`src/shared/bcc_params.svh`:
```
/*
  Constants of the button and channel configuration block: clock rate,
  millisecond tick, user interface times, limits and fixed patterns.
  Assumes a 200 MHz clock; all other times are counted in 1 ms ticks.
*/
// Operation
// - holding button 3 s in learning enters configuration, fast flash, monostable pending
// - monostable pending, 5 s idle commits monostable, one slow flash
// - press during monostable indication selects bistable, bursts of 2 fast flashes
// - bistable pending, 5 s idle commits bistable, two slow flashes
// - press during bistable indication selects timed, bursts of 3 fast flashes
// - timed pending, 5 s idle lights orange and opens time entry
// - no press within 3 s of orange commits timed with 60 s
// - each entry press shows channel colour for 0.5 s
// - each entry press adds 5 s to activation time
// - 3 s after last entry press commit, replay count as orange-to-colour steps
// - activation time saturates at 240 presses, 20 minutes
// - press during timed indication aborts, settings unchanged
// - holding button in erase phase gives steady orange, then release
// - completed wipe clears codes, both channels monostable, LED off
// - code memory fault flashes orange continuously
// - code memory holds up to 500 identities
// - normal LED green for output one, red for two, orange both
// - monostable follows frames, bistable toggles, timed holds for set time
// - short presses step learn one, learn two, single erase; 5 s expiry
// - green means channel one, red means channel two
`ifndef BCC_PARAMS_SVH
`define BCC_PARAMS_SVH

`define BCC_CLK_HZ         200000000
`define BCC_TICK_US        1000
`define BCC_TICK_CYCLES    (`BCC_CLK_HZ / 1000000 * `BCC_TICK_US)

`define BCC_HOLD_MS        3000
`define BCC_IDLE_MS        5000
`define BCC_ENTRY_MS       3000
`define BCC_ACK_MS         500
`define BCC_BLANK_MS       500
`define BCC_FAST_HALF_MS   100
`define BCC_SLOW_HALF_MS   500
`define BCC_FRAME_HOLD_MS  200
`define BCC_DEBOUNCE_MS    20

`define BCC_STEP_S         5
`define BCC_DEFAULT_S      60
`define BCC_DEFAULT_UNITS  (`BCC_DEFAULT_S / `BCC_STEP_S)
`define BCC_MAX_PRESSES    240
`define BCC_CODE_CAPACITY  500

`endif

```
`src/shared/bcc_pkg.sv`:
```
/*
  Types of the button and channel configuration block.
  Assumes nothing beyond the params header for the numbers.
*/
package bcc_pkg;

  typedef enum logic [12:0] {
    ST_NORMAL    = 13'h0001,
    ST_LEARN1    = 13'h0002,
    ST_LEARN2    = 13'h0004,
    ST_ERASE1    = 13'h0008,
    ST_CFG_MONO  = 13'h0010,
    ST_CFG_BI    = 13'h0020,
    ST_CFG_TIM   = 13'h0040,
    ST_TIME_WAIT = 13'h0080,
    ST_TIME_ENT  = 13'h0100,
    ST_SHOW      = 13'h0200,
    ST_ERASE_ALL = 13'h0400,
    ST_WIPE      = 13'h0800,
    ST_MEMERR    = 13'h1000
  } bcc_state_type;

  typedef enum logic [1:0] {
    MODE_MONO  = 2'h0,
    MODE_BI    = 2'h1,
    MODE_TIMED = 2'h2
  } bcc_mode_type;

endpackage : bcc_pkg

```
`src/hw/bcc_top.sv`:
```
/*
  Single-button user interface of a two-channel receiver: phase selection,
  channel behaviour configuration, activation time entry, memory wipe,
  fault indication and LED output display, plus the two output drivers.
  Assumes a code decoder on the same clock that pulses FRAME_VALID and
  CODE_HIT1/2 per decoded frame, and a code memory that answers wipes.
*/
`include "bcc_params.svh"
module bcc_top #(
  parameter int TICK_CYCLES    = `BCC_TICK_CYCLES,
  parameter int HOLD_MS        = `BCC_HOLD_MS,
  parameter int IDLE_MS        = `BCC_IDLE_MS,
  parameter int ENTRY_MS       = `BCC_ENTRY_MS,
  parameter int ACK_MS         = `BCC_ACK_MS,
  parameter int BLANK_MS       = `BCC_BLANK_MS,
  parameter int FAST_HALF_MS   = `BCC_FAST_HALF_MS,
  parameter int SLOW_HALF_MS   = `BCC_SLOW_HALF_MS,
  parameter int FRAME_HOLD_MS  = `BCC_FRAME_HOLD_MS,
  parameter int STEP_MS        = `BCC_STEP_S * 1000,
  parameter int DEBOUNCE_MS    = `BCC_DEBOUNCE_MS,
  parameter int CODE_CAPACITY  = `BCC_CODE_CAPACITY
) (
  input  wire logic CLK,
  input  wire logic RST_N,
  input  wire logic BUTTON_N,
  input  wire logic FRAME_VALID,
  input  wire logic FRAME_KNOWN,
  input  wire logic CODE_HIT1,
  input  wire logic CODE_HIT2,
  input  wire logic MEM_FAULT,
  input  wire logic WIPE_DONE,
  output logic      OUT1,
  output logic      OUT2,
  output logic      LED_GREEN,
  output logic      LED_RED,
  output logic      LEARN_STB,
  output logic      LEARN_CH2,
  output logic      FORGET_STB,
  output logic      WIPE_STB,
  output logic      MEM_FULL
);

  ////////////////////////////////////////////////////////////////////////////
  // Common tick and button

  logic [17:0] div_ff;
  logic        tick_ff;
  logic        btn_w;
  logic        press_w;

  // One ms tick shared by every timeout
  always_ff @(posedge CLK or negedge RST_N) begin
    if (!RST_N) begin
      div_ff  <= 18'h00000;
      tick_ff <= 1'b0;
    end else begin
      div_ff  <= (div_ff == 18'(TICK_CYCLES - 1)) ? 18'h00000 : div_ff + 18'h00001;
      tick_ff <= (div_ff == 18'(TICK_CYCLES - 1));
    end
  end

  bcc_debounce #(
    .DEBOUNCE_MS (DEBOUNCE_MS)
  ) u_button (
    .clk         (CLK),
    .rst_n       (RST_N),
    .tick        (tick_ff),
    .pin_n       (BUTTON_N),
    .pressed     (btn_w),
    .press_pulse (press_w)
  );

  ////////////////////////////////////////////////////////////////////////////
  // State and timers

  bcc_pkg::bcc_state_type state_ff;
  bcc_pkg::bcc_state_type nxt_state;
  logic [15:0] tmr_ff;
  logic [15:0] hold_ff;
  logic [7:0]  sub_ff;
  logic [2:0]  slot_ff;
  logic        chan_ff;
  logic        nxt_chan;
  logic [7:0]  presses_ff;
  logic [7:0]  nxt_presses;
  logic [7:0]  show_cnt_ff;
  logic [7:0]  nxt_show_cnt;
  logic        show_on_ff;
  logic        nxt_show_on;
  logic        show_orange_ff;
  logic        nxt_show_orange;
  logic        blank_ff;
  logic        tmr_clr;
  logic        cmt_en;
  bcc_pkg::bcc_mode_type cmt_mode;
  logic [7:0]  cmt_units;
  logic        learn_go;
  logic        forget_go;
  logic        wipe_go;
  logic        wipe_fin;
  logic [8:0]  stored_ff;
  bcc_pkg::bcc_mode_type mode_ff [2];
  logic [7:0]  units_ff [2];

  // Timer conditions, all on the common ms tick, plus the code memory room check
  logic hold_done_w;
  logic idle_w;
  logic entry_idle_w;
  logic half_end_w;
  logic fast_step_w;
  logic room_w;
  assign hold_done_w  = (hold_ff >= 16'(HOLD_MS)) && btn_w;
  assign idle_w       = (tmr_ff >= 16'(IDLE_MS));
  assign entry_idle_w = (tmr_ff >= 16'(ENTRY_MS));
  assign half_end_w   = tick_ff && (tmr_ff >= 16'(SLOW_HALF_MS - 1));
  assign fast_step_w  = tick_ff && (sub_ff == 8'(FAST_HALF_MS - 1));
  assign room_w       = (stored_ff < 9'(CODE_CAPACITY)) || FRAME_KNOWN;

  // Phase and configuration sequencing
  always_comb begin
    nxt_state       = state_ff;
    nxt_chan        = chan_ff;
    nxt_presses     = presses_ff;
    nxt_show_cnt    = show_cnt_ff;
    nxt_show_on     = show_on_ff;
    nxt_show_orange = show_orange_ff;
    tmr_clr         = 1'b0;
    cmt_en          = 1'b0;
    cmt_mode        = bcc_pkg::MODE_MONO;
    cmt_units       = presses_ff;
    learn_go        = 1'b0;
    forget_go       = 1'b0;
    wipe_go         = 1'b0;
    wipe_fin        = 1'b0;
    if (MEM_FAULT) begin
      nxt_state = bcc_pkg::ST_MEMERR;
    end else begin
      case (state_ff)
        bcc_pkg::ST_NORMAL: begin
          if (press_w) begin
            nxt_state = bcc_pkg::ST_LEARN1;
            nxt_chan  = 1'b0;
          end
        end
        bcc_pkg::ST_LEARN1, bcc_pkg::ST_LEARN2: begin
          if (hold_done_w) begin
            nxt_state = bcc_pkg::ST_CFG_MONO;
          end else if (press_w) begin
            nxt_state = (state_ff == bcc_pkg::ST_LEARN1) ? bcc_pkg::ST_LEARN2
                                                         : bcc_pkg::ST_ERASE1;
            nxt_chan  = 1'b1;
          end else if (FRAME_VALID && room_w) begin
            learn_go = 1'b1;
            tmr_clr  = 1'b1;
          end else if (idle_w) begin
            nxt_state = bcc_pkg::ST_NORMAL;
          end
        end
        bcc_pkg::ST_ERASE1: begin
          if (hold_done_w) begin
            nxt_state = bcc_pkg::ST_ERASE_ALL;
          end else if (press_w) begin
            nxt_state = bcc_pkg::ST_NORMAL;
          end else if (FRAME_VALID && FRAME_KNOWN) begin
            forget_go = 1'b1;
            tmr_clr   = 1'b1;
          end else if (idle_w) begin
            nxt_state = bcc_pkg::ST_NORMAL;
          end
        end
        bcc_pkg::ST_CFG_MONO: begin
          if (press_w) begin
            nxt_state = bcc_pkg::ST_CFG_BI;
          end else if (idle_w) begin
            cmt_en          = 1'b1;
            nxt_state       = bcc_pkg::ST_SHOW;
            nxt_show_cnt    = 8'h01;
            nxt_show_on     = 1'b1;
            nxt_show_orange = 1'b0;
          end
        end
        bcc_pkg::ST_CFG_BI: begin
          if (press_w) begin
            nxt_state = bcc_pkg::ST_CFG_TIM;
          end else if (idle_w) begin
            cmt_en          = 1'b1;
            cmt_mode        = bcc_pkg::MODE_BI;
            nxt_state       = bcc_pkg::ST_SHOW;
            nxt_show_cnt    = 8'h02;
            nxt_show_on     = 1'b1;
            nxt_show_orange = 1'b0;
          end
        end
        bcc_pkg::ST_CFG_TIM: begin
          if (press_w) begin
            nxt_state = bcc_pkg::ST_NORMAL;
          end else if (idle_w) begin
            nxt_state = bcc_pkg::ST_TIME_WAIT;
          end
        end
        bcc_pkg::ST_TIME_WAIT: begin
          if (press_w) begin
            nxt_state   = bcc_pkg::ST_TIME_ENT;
            nxt_presses = 8'h01;
          end else if (entry_idle_w) begin
            cmt_en    = 1'b1;
            cmt_mode  = bcc_pkg::MODE_TIMED;
            cmt_units = 8'(`BCC_DEFAULT_UNITS);
            nxt_state = bcc_pkg::ST_NORMAL;
          end
        end
        bcc_pkg::ST_TIME_ENT: begin
          if (press_w) begin
            if (presses_ff < 8'(`BCC_MAX_PRESSES)) begin
              nxt_presses = presses_ff + 8'h01;
            end
          end else if (entry_idle_w) begin
            cmt_en          = 1'b1;
            cmt_mode        = bcc_pkg::MODE_TIMED;
            nxt_state       = bcc_pkg::ST_SHOW;
            nxt_show_cnt    = presses_ff;
            nxt_show_on     = 1'b0;
            nxt_show_orange = 1'b1;
          end
        end
        bcc_pkg::ST_SHOW: begin
          if (half_end_w) begin
            tmr_clr     = 1'b1;
            nxt_show_on = ~show_on_ff;
            if (show_on_ff) begin
              nxt_show_cnt = show_cnt_ff - 8'h01;
              if (show_cnt_ff <= 8'h01) begin
                nxt_state = bcc_pkg::ST_NORMAL;
              end
            end
          end
        end
        bcc_pkg::ST_ERASE_ALL: begin
          if (!btn_w) begin
            nxt_state = bcc_pkg::ST_WIPE;
            wipe_go   = 1'b1;
          end
        end
        bcc_pkg::ST_WIPE: begin
          if (WIPE_DONE) begin
            wipe_fin  = 1'b1;
            nxt_state = bcc_pkg::ST_NORMAL;
          end
        end
        default: begin
          nxt_state = state_ff;
        end
      endcase
    end
  end

  // Any state change or press restarts the idle window
  always_ff @(posedge CLK or negedge RST_N) begin
    if (!RST_N) begin
      state_ff <= bcc_pkg::ST_NORMAL;
      tmr_ff   <= 16'h0000;
      hold_ff  <= 16'h0000;
    end else begin
      state_ff <= nxt_state;
      tmr_ff   <= (tmr_clr || press_w || nxt_state != state_ff) ? 16'h0000 :
                  ((tick_ff && tmr_ff != 16'hffff) ? tmr_ff + 16'h0001 : tmr_ff);
      hold_ff  <= (!btn_w || press_w) ? 16'h0000 :
                  ((tick_ff && hold_ff != 16'hffff) ? hold_ff + 16'h0001 : hold_ff);
    end
  end

  // Sequence registers
  always_ff @(posedge CLK or negedge RST_N) begin
    if (!RST_N) begin
      chan_ff        <= 1'b0;
      presses_ff     <= 8'h00;
      show_cnt_ff    <= 8'h00;
      show_on_ff     <= 1'b0;
      show_orange_ff <= 1'b0;
    end else begin
      chan_ff        <= nxt_chan;
      presses_ff     <= nxt_presses;
      show_cnt_ff    <= nxt_show_cnt;
      show_on_ff     <= nxt_show_on;
      show_orange_ff <= nxt_show_orange;
    end
  end

  // Stored behaviour per channel; a wipe returns both to monostable
  always_ff @(posedge CLK or negedge RST_N) begin
    if (!RST_N) begin
      mode_ff[0]  <= bcc_pkg::MODE_MONO;
      mode_ff[1]  <= bcc_pkg::MODE_MONO;
      units_ff[0] <= 8'(`BCC_DEFAULT_UNITS);
      units_ff[1] <= 8'(`BCC_DEFAULT_UNITS);
    end else if (wipe_fin) begin
      mode_ff[0]  <= bcc_pkg::MODE_MONO;
      mode_ff[1]  <= bcc_pkg::MODE_MONO;
    end else if (cmt_en) begin
      mode_ff[chan_ff]  <= cmt_mode;
      units_ff[chan_ff] <= cmt_units;
    end
  end

  ////////////////////////////////////////////////////////////////////////////
  // Code memory requests and occupancy

  always_ff @(posedge CLK or negedge RST_N) begin
    if (!RST_N) begin
      stored_ff  <= 9'h000;
      LEARN_STB  <= 1'b0;
      LEARN_CH2  <= 1'b0;
      FORGET_STB <= 1'b0;
      WIPE_STB   <= 1'b0;
      MEM_FULL   <= 1'b0;
      blank_ff   <= 1'b0;
    end else begin
      LEARN_STB  <= learn_go;
      LEARN_CH2  <= learn_go ? chan_ff : LEARN_CH2;
      FORGET_STB <= forget_go;
      WIPE_STB   <= wipe_go;
      MEM_FULL   <= (stored_ff >= 9'(CODE_CAPACITY));
      if (wipe_fin) begin
        stored_ff <= 9'h000;
      end else if (learn_go && !FRAME_KNOWN) begin
        stored_ff <= stored_ff + 9'h001;
      end else if (forget_go && stored_ff != 9'h000) begin
        stored_ff <= stored_ff - 9'h001;
      end
      // LED blanked briefly to confirm a learn or forget
      blank_ff <= (learn_go || forget_go) ? 1'b1 :
                  ((tmr_ff >= 16'(BLANK_MS) || nxt_state != state_ff) ? 1'b0 : blank_ff);
    end
  end

  ////////////////////////////////////////////////////////////////////////////
  // Output drivers per channel

  logic [1:0] hit_w;
  logic [1:0] act_w;
  assign hit_w = {CODE_HIT2, CODE_HIT1} & {2{state_ff == bcc_pkg::ST_NORMAL}};

  for (genvar ch = 0; ch < 2; ch++) begin : g_out
    logic [20:0] run_ff;
    logic [7:0]  seen_ff;
    logic        act_ff;
    logic        fresh_w;
    assign fresh_w = hit_w[ch] && (seen_ff == 8'h00);
    // Bistable toggles only on the first frame of a burst of repeats
    always_ff @(posedge CLK or negedge RST_N) begin
      if (!RST_N) begin
        run_ff  <= 21'h000000;
        seen_ff <= 8'h00;
        act_ff  <= 1'b0;
      end else begin
        seen_ff <= hit_w[ch] ? 8'(FRAME_HOLD_MS) :
                   ((tick_ff && seen_ff != 8'h00) ? seen_ff - 8'h01 : seen_ff);
        if (hit_w[ch] && mode_ff[ch] == bcc_pkg::MODE_TIMED) begin
          run_ff <= 21'(units_ff[ch] * STEP_MS);
        end else if (hit_w[ch]) begin
          run_ff <= 21'(FRAME_HOLD_MS);
        end else if (tick_ff && run_ff != 21'h000000) begin
          run_ff <= run_ff - 21'h000001;
        end
        if (mode_ff[ch] == bcc_pkg::MODE_BI) begin
          act_ff <= fresh_w ? ~act_ff : act_ff;
        end else begin
          act_ff <= hit_w[ch] || (run_ff > 21'h000001) ||
                    (run_ff == 21'h000001 && !tick_ff);
        end
      end
    end
    assign act_w[ch] = act_ff;
  end

  assign OUT1 = act_w[0];
  assign OUT2 = act_w[1];

  ////////////////////////////////////////////////////////////////////////////
  // LED patterns

  logic [2:0] wrap_w;
  logic [2:0] burst_w;
  logic       burst_on_w;
  logic       cg_w;
  logic       cr_w;
  logic       nxt_green;
  logic       nxt_red;

  // Burst length: n fast flashes then a two-slot gap; with n of 1 the flash repeats with no gap
  assign burst_w    = (state_ff == bcc_pkg::ST_CFG_TIM) ? 3'h3 :
                      ((state_ff == bcc_pkg::ST_CFG_BI) ? 3'h2 : 3'h1);
  assign wrap_w     = (burst_w == 3'h1) ? 3'h1 : 3'((burst_w << 1) + 3'h1);
  assign burst_on_w = !slot_ff[0] && (slot_ff < 3'(burst_w << 1));
  assign cg_w       = !chan_ff;
  assign cr_w       = chan_ff;

  always_ff @(posedge CLK or negedge RST_N) begin
    if (!RST_N) begin
      sub_ff  <= 8'h00;
      slot_ff <= 3'h0;
    end else if (nxt_state != state_ff) begin
      sub_ff  <= 8'h00;
      slot_ff <= 3'h0;
    end else if (tick_ff) begin
      sub_ff  <= fast_step_w ? 8'h00 : sub_ff + 8'h01;
      slot_ff <= !fast_step_w ? slot_ff : ((slot_ff >= wrap_w) ? 3'h0 : slot_ff + 3'h1);
    end
  end

  // Colour per state; orange means both LEDs lit
  always_comb begin
    nxt_green = 1'b0;
    nxt_red   = 1'b0;
    case (state_ff)
      bcc_pkg::ST_NORMAL: begin
        nxt_green = act_w[0];
        nxt_red   = act_w[1];
      end
      bcc_pkg::ST_LEARN1, bcc_pkg::ST_LEARN2: begin
        nxt_green = cg_w && !blank_ff;
        nxt_red   = cr_w && !blank_ff;
      end
      bcc_pkg::ST_ERASE1, bcc_pkg::ST_MEMERR: begin
        nxt_green = !slot_ff[0] && !blank_ff;
        nxt_red   = !slot_ff[0] && !blank_ff;
      end
      bcc_pkg::ST_CFG_MONO, bcc_pkg::ST_CFG_BI, bcc_pkg::ST_CFG_TIM: begin
        nxt_green = cg_w && burst_on_w;
        nxt_red   = cr_w && burst_on_w;
      end
      bcc_pkg::ST_TIME_WAIT, bcc_pkg::ST_ERASE_ALL: begin
        nxt_green = 1'b1;
        nxt_red   = 1'b1;
      end
      bcc_pkg::ST_TIME_ENT: begin
        nxt_green = cg_w || (tmr_ff >= 16'(ACK_MS));
        nxt_red   = cr_w || (tmr_ff >= 16'(ACK_MS));
      end
      bcc_pkg::ST_SHOW: begin
        nxt_green = show_on_ff ? cg_w : show_orange_ff;
        nxt_red   = show_on_ff ? cr_w : show_orange_ff;
      end
      default: begin
        nxt_green = 1'b0;
        nxt_red   = 1'b0;
      end
    endcase
  end

  always_ff @(posedge CLK or negedge RST_N) begin
    if (!RST_N) begin
      LED_GREEN <= 1'b0;
      LED_RED   <= 1'b0;
    end else begin
      LED_GREEN <= nxt_green;
      LED_RED   <= nxt_red;
    end
  end

endmodule : bcc_top

```
`src/hw/bcc_debounce.sv`:
```
/*
  Button conditioner: three-stage synchroniser and tick-based debounce.
  Assumes an active-low pin from outside the clock domain and a 1 ms tick.
*/
`include "bcc_params.svh"
module bcc_debounce #(
  parameter int DEBOUNCE_MS = `BCC_DEBOUNCE_MS
) (
  input  wire logic clk,
  input  wire logic rst_n,
  input  wire logic tick,
  input  wire logic pin_n,
  output logic      pressed,
  output logic      press_pulse
);

  logic       s1_ff;
  logic       s2_ff;
  logic       s3_ff;
  logic       stable_ff;
  logic       pulse_ff;
  logic [7:0] cnt_ff;
  logic       agree_w;
  logic       differ_w;
  logic       settle_w;

  // A level counts only once stages two and three agree
  assign agree_w  = (s2_ff == s3_ff);
  assign differ_w = agree_w && ((~s3_ff) != stable_ff);
  assign settle_w = differ_w && tick && (cnt_ff == 8'(DEBOUNCE_MS - 1));

  // Synchroniser chain, first stage feeds only the second
  always_ff @(posedge clk or negedge rst_n) begin
    if (!rst_n) begin
      s1_ff <= 1'b1;
      s2_ff <= 1'b1;
      s3_ff <= 1'b1;
    end else begin
      s1_ff <= pin_n;
      s2_ff <= s1_ff;
      s3_ff <= s2_ff;
    end
  end

  // Level must hold for the whole debounce window before it is taken
  always_ff @(posedge clk or negedge rst_n) begin
    if (!rst_n) begin
      cnt_ff    <= 8'h00;
      stable_ff <= 1'b0;
      pulse_ff  <= 1'b0;
    end else begin
      cnt_ff    <= (!differ_w || settle_w) ? 8'h00 : (tick ? cnt_ff + 8'h01 : cnt_ff);
      stable_ff <= settle_w ? ~stable_ff : stable_ff;
      pulse_ff  <= settle_w && !stable_ff;
    end
  end

  assign pressed     = stable_ff;
  assign press_pulse = pulse_ff;

endmodule : bcc_debounce

```
`config.mk`:
```
export PLATFORM = sky130hd
export DESIGN_NAME = bcc_top
export DESIGN_NICKNAME = d
export VERILOG_FILES = /design/src/shared/bcc_pkg.sv /design/src/hw/bcc_top.sv /design/src/hw/bcc_debounce.sv
export VERILOG_INCLUDE_DIRS = /design/src /design/src/shared
export SDC_FILE = /design/constraint.sdc
export NUM_CORES = 1
export LEC_CHECK = 0
export BUFFER_PORTS_ARGS = -buffer_cell sky130_fd_sc_hd__buf_4
export CAP_MARGIN = 0
export CORE_MARGIN = 1.5
export CORE_UTILIZATION = 40
export DETAILED_ROUTE_END_ITERATION = 10
export HOLD_SLACK_MARGIN = 0.15
export SYNTH_ARGS = -nofsm -noshare
export SYNTH_HDL_FRONTEND = slang
export SYNTH_SLANG_ARGS = --single-unit
```
`constraint.sdc`:
```
create_clock -name CLK -period 7.59 [get_ports CLK]
set_input_delay 1.1385 -clock CLK [delete_from_list [all_inputs] [get_ports CLK]]
set_output_delay 1.1385 -clock CLK [all_outputs]
set_load 0.02 [all_outputs]
```
==> metrics.txt, run 1 <==
Max VDD drop=135 µV; Arr. time, crit path=4.88 ns; Yosys warning total=0; area growth from synthesis to layout=9.69%; Critical Path Start Type=flip-flop; status=finished, final reports clean; DP HPWL=25.9 mm; Final Skew=0.0314 ns; max frequency=0.225 GHz; Area contributors post-synth=dfrtp_1, ha_1, nor2_1; fillers=3482; drt total wl=35.7 mm; CTS tree=built; cell taking the most area after synthesis=dfrtp_1; CP Capture Type=flip-flop; proportion of synthesized chip area in sequential cells=35.7%; Clock Path Buffers=3; post-route ant nets=0; final hold viol count=0; syn nets=1768; initial antenna violation count=0; global-route wire length before repair=59.7 mm; routed len/inst=17.0 µm; First DRT Iteration DRCs=889; crit path from=state_ff[4]$_DFF_PN0_; Sw Pwr=0.533 mW; Site Rows=69; WP data required=8.03 ns; cts hold-fix bufs=0; top cell type's share of synthesized area=34.2%; combinational power share=2.3%; clock sink count=204; post-synthesis adder-cell area fraction=12.8%; Yosys reg bits=204; number of synthesized flops with an enable pin=0; DRC violations left=0; Final Cell Area=15700 µm²; RePlAce Congestion=0.957; ys async rst share=100%; Worst Path Class, Setup=reg -> reg; Sw Ratio=21.6%; clock buffer count from CTS=25; postcts setup bufs=0; slew of the pin with the lowest slew margin=0.979 ns; first-pass detailed-route iteration total=5; share of layout cells above drive strength 1=8.80%; mux share of post-synthesis cell area=0.820%; Ports=18; Synth Area per Inst=8.82 µm²; final net count=1758; largest net degree at the start of global routing=71; Top FF cell, synth=dfrtp_1; FF-to-FF End=stored_ff[8]$_DFFE_PN0P_; Slew Viols, Final=0; post-CTS sizing=0; Reg power frac=44.5%; leakage power=6.98 nW; CTS root buffer=clkbuf_16; GRT Overall Usage=19.9%; main combinational cell family by area after synthesis=simple AND/OR/NAND/NOR gates; Ant. Diodes=0; floorplan core area=35400 µm²; Fin Setup TNS=0 ns; Mapped Cells=1627; Pint=1.93 mW; FF-to-FF setup slack=3.15 ns; final worst path period need=4.44 ns; vias in the first global route=11600; pwr/cell area=157 nW/µm²; Via density=5.63; headroom to the max-slew limit=34.4%; Synth Area in XOR/XNOR=6.23%; Reg2Reg Depth=15; Post-DP Area=14800 µm²; mapped cell area=14300 µm²; maximum fanout along the worst path=14; Initial Util=40.5%; Clock Power Share=53.2%; H-Tree Depth=1; simple-gate share of the synthesized area=24.4%; Overflow after GRT=0; Compound-Gate Fraction of Synth Area=15.2%; Setup crit end=stored_ff[8]$_DFFE_PN0P_; Hold/Removal Path Class=reg -> reg; clock-pin slew on the worst setup and hold paths=0.07 ns; max cap viols=0; via count=11800; count of final setup violators=0; worst skew pair latency=0.55 ns; Period Utilization, post-route=58.5%; input/output buffers=17; Die W=192 µm; reg2reg start=state_ff[4]$_DFF_PN0_; count of different cell masters after synthesis=96; Die H=192 µm; RSZ-0062 raised after global routing=false; die area=37000 µm²; Pwr Total=2.46 mW
==> power by group through the flow <==
stage	Clock, mW	Sequential [mW]	Combinational (mW)
after floorplan	0	1.11	0.0258
after global placement	0	1.11	0.0594
after detailed placement	0	1.11	0.0595
after CTS	1.34	1.09	0.0599
after global routing	1.38	1.10	0.0670
final	1.31	1.10	0.0572
==> layout by cell type (no fill, tap or decap), types with 7 or more instances in the layout <==
master / netlist / layout
a221oi_1: 7 / 7
and3_1: 15 / 15
nor3_2: 10 / 10
fa_1: 25 / 25
dfstp_2: 8 / 8
nor2_1: 168 / 168
nor2b_1: 11 / 11
or2_2: 15 / 15
or4_1: 17 / 17
nand3_1: 71 / 71
nor3_1: 57 / 57
nand2b_1: 11 / 11
and4_1: 8 / 8
o22ai_1: 7 / 7
o21ai_0: 102 / 102
nand4_1: 28 / 28
dfrtp_1: 196 / 196
xor2_1: 47 / 47
xnor2_1: 55 / 55
ha_1: 107 / 107
buf_4: 5 / 25
clkbuf_16: 0 / 25
or3_1: 20 / 20
or4b_2: 7 / 7
a21o_1: 15 / 15
inv_1: 109 / 109
a21oi_1: 99 / 99
a22oi_1: 11 / 11
o31ai_1: 9 / 9
a31oi_1: 10 / 10
nor4_1: 25 / 25
nand2_1: 150 / 150
==> through the flow <==
step | hold WS (ns) | instances | utilization, % | setup slack, ns
after global placement | 0.348 | 2051 | 41.9 | 3.29
after CTS | 0.355 | 2097 | 44.4 | 3.18
after floorplan | 0.345 | 1627 | - | 3.44
after detailed placement | 0.351 | 2051 | 41.9 | 3.21
after global routing | 0.364 | 2097 | 44.4 | 2.79
final | 0.354 | 2097 | 44.4 | 3.15
==> routing by layer <==
layer | GRT usage [%] | share of wire (%) | vias to the layer above
met2 | 32.7 | 46 | 256
met4 | 5.28 | 2.4 | 0
li1 | - | - | 5781
met5 | 0 | 0 | -
met3 | 3.07 | 4.5 | 60
met1 | 27.3 | 47 | 5717
==> cell usage after synthesis (28+ instances only) <==
library cell	count
dfrtp_1	196
ha_1	107
nor3_1	57
xnor2_1	55
nand2_1	150
o21ai_0	102
a21oi_1	99
nand3_1	71
clkbuf_1	36
inv_1	109
nand4_1	28
xor2_1	47
nor2_1	168
==> kinds of logic (layout without fill, tap and decap cells) <==
kind of cell    count (synthesis)  in the layout
simple gates                  663            663
compound gates                342            342
flops                         204            204
buf+inv                       173            182
fa+ha+maj                     132            132
xor+xnor                      102            102
mux                            11             11
==> area by class of cell <==
cell class / instances / area (µm²) / area share (%)
Tap cell: 461 / 577 / 3.67
Clock inverter: 10 / 181 / 1.15
Timing Repair Buffer: 26 / 203 / 1.29
Inverter: 110 / 413 / 2.62
Sequential cell: 204 / 5110 / 32.5
Clock buffer: 36 / 717 / 4.56
Multi-Input combinational cell: 1250 / 8530 / 54.2
==> critical path: stages, from the launching register on <==
cell,delay (ns)
dfrtp_1,0.55
or4_1,0.81
nor3_4,0.31
nand3_1,0.16
nand2b_4,0.19
nor4_4,0.27
inv_1,0.23
ha_1,0.36
nor2b_1,0.15
o21ai_0,0.22
a21boi_0,0.12
o21ai_0,0.23
a21oi_1,0.11
xor2_1,0.16
mux2_2,0.28
a21o_1,0.17
==> flip-flops by register name, summed over array words and instances, names as in the netlist, 3 cells and up <==
signal / cells
g_out.run_ff: 42
div_ff: 18
g_out.seen_ff: 16
hold_ff: 16
tmr_ff: 16
units_ff: 16
state_ff: 13
stored_ff: 9
presses_ff: 8
show_cnt_ff: 8
sub_ff: 8
u_button.cnt_ff: 8
mode_ff: 4
slot_ff: 3
==> how the worst min path moves through the flow <==
| stage | startpoint | end | slack [ns] | depth (start not counted) |
|---|---|---|---|---|
| floorplan | u_button.s1_ff$_DFF_PN1_ | u_button.s2_ff$_DFF_PN1_ | 0.35 | 0 |
| CTS | u_button.s1_ff$_DFF_PN1_ | u_button.s2_ff$_DFF_PN1_ | 0.36 | 0 |
| detailed placement | u_button.s1_ff$_DFF_PN1_ | u_button.s2_ff$_DFF_PN1_ | 0.35 | 0 |
| global route | u_button.s1_ff$_DFF_PN1_ | u_button.s2_ff$_DFF_PN1_ | 0.36 | 0 |
| global placement | u_button.s1_ff$_DFF_PN1_ | u_button.s2_ff$_DFF_PN1_ | 0.35 | 0 |
| finish | u_button.s1_ff$_DFF_PN1_ | u_button.s2_ff$_DFF_PN1_ | 0.35 | 0 |
(Power assumes the default switching activity.)
==> inputs of run 2 (changes only) <==
- clock period: 7.59 -> 4.2 ns (I/O delays scaled with it)
==> run 2 against run 1 <==
Net effect:
- sequential cell count unchanged
- cell area grew 2.8%
- worst setup slack lost 3.0 ns
- clock skew is 0.0022 ns lower
- total power grew 81%
- via count is 2.1% higher
- final cell count grew 2.3%
- sequential power is 80% higher
- critical endpoint is now g_out[1].run_ff[19]$_DFFE_PN0P_
==> metrics.txt, run 2 (same netlist as run 1, synthesis figures left out) <==
clock-pin slew on the worst setup and hold paths=0.06 ns (about the same); die area=37000 µm² (unchanged); final net count=1808 (+2.8%); global-route wire length before repair=60.9 mm (+2.0%); postcts setup bufs=0 (unchanged); via count=12100 (+2.1%); DRC violations left=0 (unchanged); Fin Setup TNS=0 ns (unchanged); area growth from synthesis to layout=12.8%; First DRT Iteration DRCs=961 (+8.1%); vias in the first global route=12000 (+3.4%); Period Utilization, post-route=97.1% (+39 points); floorplan core area=35400 µm² (unchanged); Die H=192 µm (unchanged); initial antenna violation count=0 (unchanged); Max VDD drop=273 µV (+100%); clock buffer count from CTS=26 (+4.0%); Top reg by flops=g_out.run_ff; Worst Path Class, Setup=reg -> reg; routed len/inst=16.9 µm (-0.99%); leakage power=7.24 nW (+3.7%); final hold viol count=0 (unchanged); post-route ant nets=0 (unchanged); max cap viols=0 (unchanged); cts hold-fix bufs=0 (unchanged); Critical Path Start Type=flip-flop; Arr. time, crit path=4.49 ns (-0.39 ns); H-Tree Depth=1 (unchanged); most frequent cells in the layout=dfrtp_1, nor2_1, nand2_1, inv_1, ha_1; Initial Util=40.5% (unchanged); final core occ=45.7% (+1.3 points); Site Rows=69 (unchanged); Die W=192 µm (unchanged); logic depth of the worst path, buffers included=14 (-1); Overflow after GRT=0 (unchanged); input/output buffers=17 (unchanged); Hold/Removal Path Class=in -> async; GRT Overall Usage=20.2% (+0.30 points); RSZ-0062 raised after global routing=true; count of final setup violators=0 (unchanged); Reg2Reg Depth=14 (-1); slew of the pin with the lowest slew margin=1.04 ns (+0.0584 ns); status=finished, final reports clean; Storage cell area=5110 µm² (unchanged); fillers=3491 (+0.26%); max FFs per register=42 (unchanged); Pwr Total=4.45 mW (+81%); max frequency=0.245 GHz (+8.8%); Clock Path Buffers=3 (unchanged); RePlAce Congestion=0.903 (-5.6%); clock sink count=204 (unchanged); Via density=5.62 (-0.16%); largest net degree at the start of global routing=118 (+66%); CTS tree=built; Ant. Diodes=0 (unchanged); slowest CP cell=fa_1; Ports=18 (unchanged); placed cell count=2100 (+2.4%); most common library cell in the layout ignoring fill and taps=dfrtp_1; drt total wl=36.2 mm (+1.3%); final worst path period need=4.08 ns (-0.361 ns); worst skew pair latency=0.54 ns (about the same); DP HPWL=26.2 mm (+1.0%); CTS root buffer=clkbuf_16; setup slack at placement=0.000474 ns (-3.21 ns); share of layout cells above drive strength 1=12.3% (+3.5 points); CP peak stage delay=0.54 ns (-0.27 ns); headroom to the max-slew limit=30.8% (-3.6 points); Final WS setup=0.120 ns (-3.03 ns); CP cell instances=fa_1 > inv_1 > fa_1 > inv_1 > ha_4 > fa_2 > ha_2 > or3_4 > or2_2 > o311a_1 > a31oi_1 > mux2_4 > a21oi_1 > nor3_1; CP Capture Type=flip-flop; CP delay by family, top=adder cells; multi-input logic area=8580 µm² (+0.66%); WP data required=4.61 ns (-3.42 ns); pwr/cell area=275 nW/µm² (+76%); Cell Count, Final, Fillers Out=2145 (+2.3%); largest registers=g_out.run_ff (42), div_ff (18); Final Skew=0.0292 ns (-0.00217 ns); FF-to-FF setup slack=0.12 ns (-3.03 ns); Slew Viols, Final=0 (unchanged); maximum fanout along the worst path=3 (-11); crit path buf inv count=2 (+1); first-pass detailed-route iteration total=7 (+2)
-- run 2: timing repair --
item                       in CTS  in global routing
setup endpoints to repair       1                  6
pin swaps                       1                  3
gates cloned                    0                  0
resized for setup               1                 15
-- run 2: path summary, 6_finish.rpt --
check / from / endpoint
worst max-delay path: units_ff[5]$_DFFE_PN0P_ / g_out[1].run_ff[19]$_DFFE_PN0P_
worst min-delay path: RST_N / g_out[1].run_ff[15]$_DFFE_PN0P_
worst max register to register: units_ff[5]$_DFFE_PN0P_ / g_out[1].run_ff[19]$_DFFE_PN0P_
worst min register to register: u_button.s1_ff$_DFF_PN1_ / u_button.s2_ff$_DFF_PN1_
max in group asynchronous: RST_N / u_button.s2_ff$_DFF_PN1_
min in group CLK: BUTTON_N / u_button.s1_ff$_DFF_PN1_
-- run 2: area by class of cell --
class | count | area share (%)
Clock buffer | 30 | 4.24
Clock inverter | 15 | 1.36
Inverter | 110 | 2.55
Multi-Input combinational cell | 1250 | 53.1
Sequential cell | 204 | 31.6
Tap cell | 461 | 3.57
Timing Repair Buffer | 75 | 3.60
-- run 2: metrics by stage --
| step | cell area, µm² | hold WS (ns) |
|---|---|---|
| 6_report | 16200 | 0.148 |
| 5_1_grt | 16200 | 0.176 |
| 3_5_place_dp | 15200 | 0.350 |
| 4_1_cts | 16100 | 0.172 |
| 2_1_floorplan | 14300 | 0.334 |
| 3_3_place_gp | 15200 | 0.347 |
-- run 2: power breakdown --
group          total [mW]  leakage (nW)  switching [mW]  internal [mW]
Sequential           1.98          2.63         0.00609           1.97
Clock                2.37         0.443           0.893           1.47
Combinational       0.106          4.17          0.0783         0.0280
-- run 2: layer usage --
layer  GRT usage [%]  vias to the layer above  share of wire [%]
li1                -                     5889                  -
met5               0                        -                  0
met2            33.5                      282                 46
met1            27.7                     5816                 46
met4            5.99                        0                2.8
met3            2.27                       78                4.5
==> inputs of run 3 (changes only) <==
--- a/config.mk
+++ b/config.mk
@@ -14,2 +14,3 @@
 export HOLD_SLACK_MARGIN = 0.15
+export SKIP_CTS_REPAIR_TIMING = 1
 export SYNTH_ARGS = -nofsm -noshare
--- a/constraint.sdc
+++ b/constraint.sdc
@@ -3,2 +3,2 @@
 set_output_delay 0.63 -clock CLK [all_outputs]
-set_load 0.02 [all_outputs]
+set_load 0.1 [all_outputs]
==> run 3 against run 2 <==
Net effect:
- non-clock buffer count is 2 higher
- largest cell class unchanged
- first-iteration DRC count is 12% lower
- cell area hardly changed
- largest power group unchanged
- critical path depth stayed put
- final cell count hardly changed
- routed wire length is 0.51% higher
- critical endpoint unchanged
==> metrics.txt, run 3 (same netlist as run 1, synthesis figures left out) <==
pwr/cell area=275 nW/µm² (-0.12%); post-route ant nets=0 (unchanged); Overflow after GRT=0 (unchanged); maximum fanout along the worst path=3 (unchanged); Slew Viols, Final=0 (unchanged); WP data required=4.61 ns (about the same); vias in the first global route=12000 (-0.042%); headroom to the max-slew limit=29.4% (-1.4 points); die area=37000 µm² (unchanged); Cell Count, Final, Fillers Out=2147 (+0.093%); Fin Setup TNS=0 ns (unchanged); GRT Overall Usage=20.2% (about the same); Initial Util=40.5% (unchanged); max FFs per register=42 (unchanged); DP HPWL=26.2 mm (unchanged); DRC violations left=0 (unchanged); final net count=1810 (+0.11%); floorplan core area=35400 µm² (unchanged); Storage cell area=5110 µm² (unchanged); worst skew pair latency=0.54 ns (about the same); FF-to-FF setup slack=0.11 ns (about the same); Reg2Reg Depth=14 (unchanged); max cap viols=0 (unchanged); Final WS setup=0.112 ns (-0.00770 ns); crit path from=units_ff[5]$_DFFE_PN0P_; First DRT Iteration DRCs=842 (-12%); Ant. Diodes=0 (unchanged); slew of the pin with the lowest slew margin=1.06 ns (+0.0204 ns); max frequency=0.245 GHz (-0.19%); leakage power=7.26 nW (+0.19%); initial antenna violation count=0 (unchanged); Clock Path Buffers=3 (unchanged); Worst Path Class, Setup=reg -> reg; CTS root buffer=clkbuf_16; CP Capture Type=flip-flop; routed len/inst=16.9 µm (+0.42%); Critical Path Start Type=flip-flop; final hold viol count=0 (unchanged); Pwr Total=4.45 mW (about the same); final worst path period need=4.09 ns (+0.00770 ns); Arr. time, crit path=4.50 ns (about the same); reg2reg start=units_ff[5]$_DFFE_PN0P_; Ports=18 (unchanged); Final Skew=0.0290 ns (-0.000242 ns); H-Tree Depth=1 (unchanged); FF-to-FF End=g_out[1].run_ff[19]$_DFFE_PN0P_; Hold/Removal Path Class=in -> async; Max VDD drop=273 µV (about the same); largest net degree at the start of global routing=118 (unchanged); Hold Worst Slack=0.133 ns (-0.0145 ns); input/output buffers=17 (unchanged); clock buffer count from CTS=26 (unchanged); most frequent cells in the layout=dfrtp_1, nor2_1, nand2_1, inv_1, ha_1; Via density=5.65 (+0.47%); count of final setup violators=0 (unchanged); first-pass detailed-route iteration total=5 (-2); fillers=3486 (-0.14%); Die W=192 µm (unchanged); via count=12100 (+0.56%); area growth from synthesis to layout=12.9% (about the same); clock-pin slew on the worst setup and hold paths=0.06 ns (about the same); most common library cell in the layout ignoring fill and taps=dfrtp_1; largest registers=g_out.run_ff (42), div_ff (18); global-route wire length before repair=60.9 mm (about the same); setup slack at placement=0.000474 ns (unchanged); Site Rows=69 (unchanged); Die H=192 µm (unchanged); CTS tree=built; RePlAce Congestion=0.903 (unchanged); drt total wl=36.4 mm (+0.51%); Top reg by flops=g_out.run_ff; share of layout cells above drive strength 1=12.3% (+0.045 points); status=finished, final reports clean; Period Utilization, post-route=97.3% (+0.18 points); placed cell count=2100 (unchanged); multi-input logic area=8580 µm² (unchanged); clock sink count=204 (unchanged)
run 3: changes by cell type in the layout (fill, tap and decap cells not counted), sizes merged:
| cell | before | now |
|---|---|---|
| buf | 75 | 77 |
run 3: where the power goes:
| part | internal [mW] | switching [mW] |
|---|---|---|
| clock network | 1.47 | 0.892 |
| logic | 0.0280 | 0.0787 |
| registers | 1.97 | 0.00609 |
| total | 3.48 | 0.977 |
run 3: worst max path at each step:
stage	end
after CTS	g_out[1].run_ff[19]$_DFFE_PN0P_
after floorplan	g_out[1].run_ff[19]$_DFFE_PN0P_
after global routing	g_out[0].run_ff[19]$_DFFE_PN0P_
after global placement	g_out[1].run_ff[19]$_DFFE_PN0P_
final	g_out[1].run_ff[19]$_DFFE_PN0P_
after detailed placement	g_out[1].run_ff[19]$_DFFE_PN0P_
run 3: worst max-delay path: stages, from the launching register on:
cell     delay (ns)
dfrtp_1        0.39
fa_1           0.54
inv_1          0.05
fa_1           0.49
inv_1          0.06
ha_4           0.24
fa_1           0.47
ha_2           0.20
or3_4          0.34
or2_2          0.30
o311a_1        0.16
a31oi_2        0.20
mux2_4         0.33
a21oi_1        0.12
nor3_1         0.07
run 3: per-stage QoR:
stage,utilization (%),cell area [µm²]
after floorplan,-,14300
after global placement,43.0,15200
after detailed placement,43.0,15200
after CTS,45.5,16100
after global routing,45.7,16200
final,45.7,16200
run 3: cell type report:
cell class	count	area share, %
multi-input combinational	1250	53.0
sequential	204	31.6
clock buffer	30	4.23
timing repair buffer	77	3.69
tap	461	3.56
inverter	110	2.55
clock inverter	15	1.36
run 3: routing by layer:
layer  GRT usage [%]  routed length [µm]
met4            5.99                 992
met5               0                   0
met3            2.27                1630
met1            27.6               16800
met2            33.5               16900
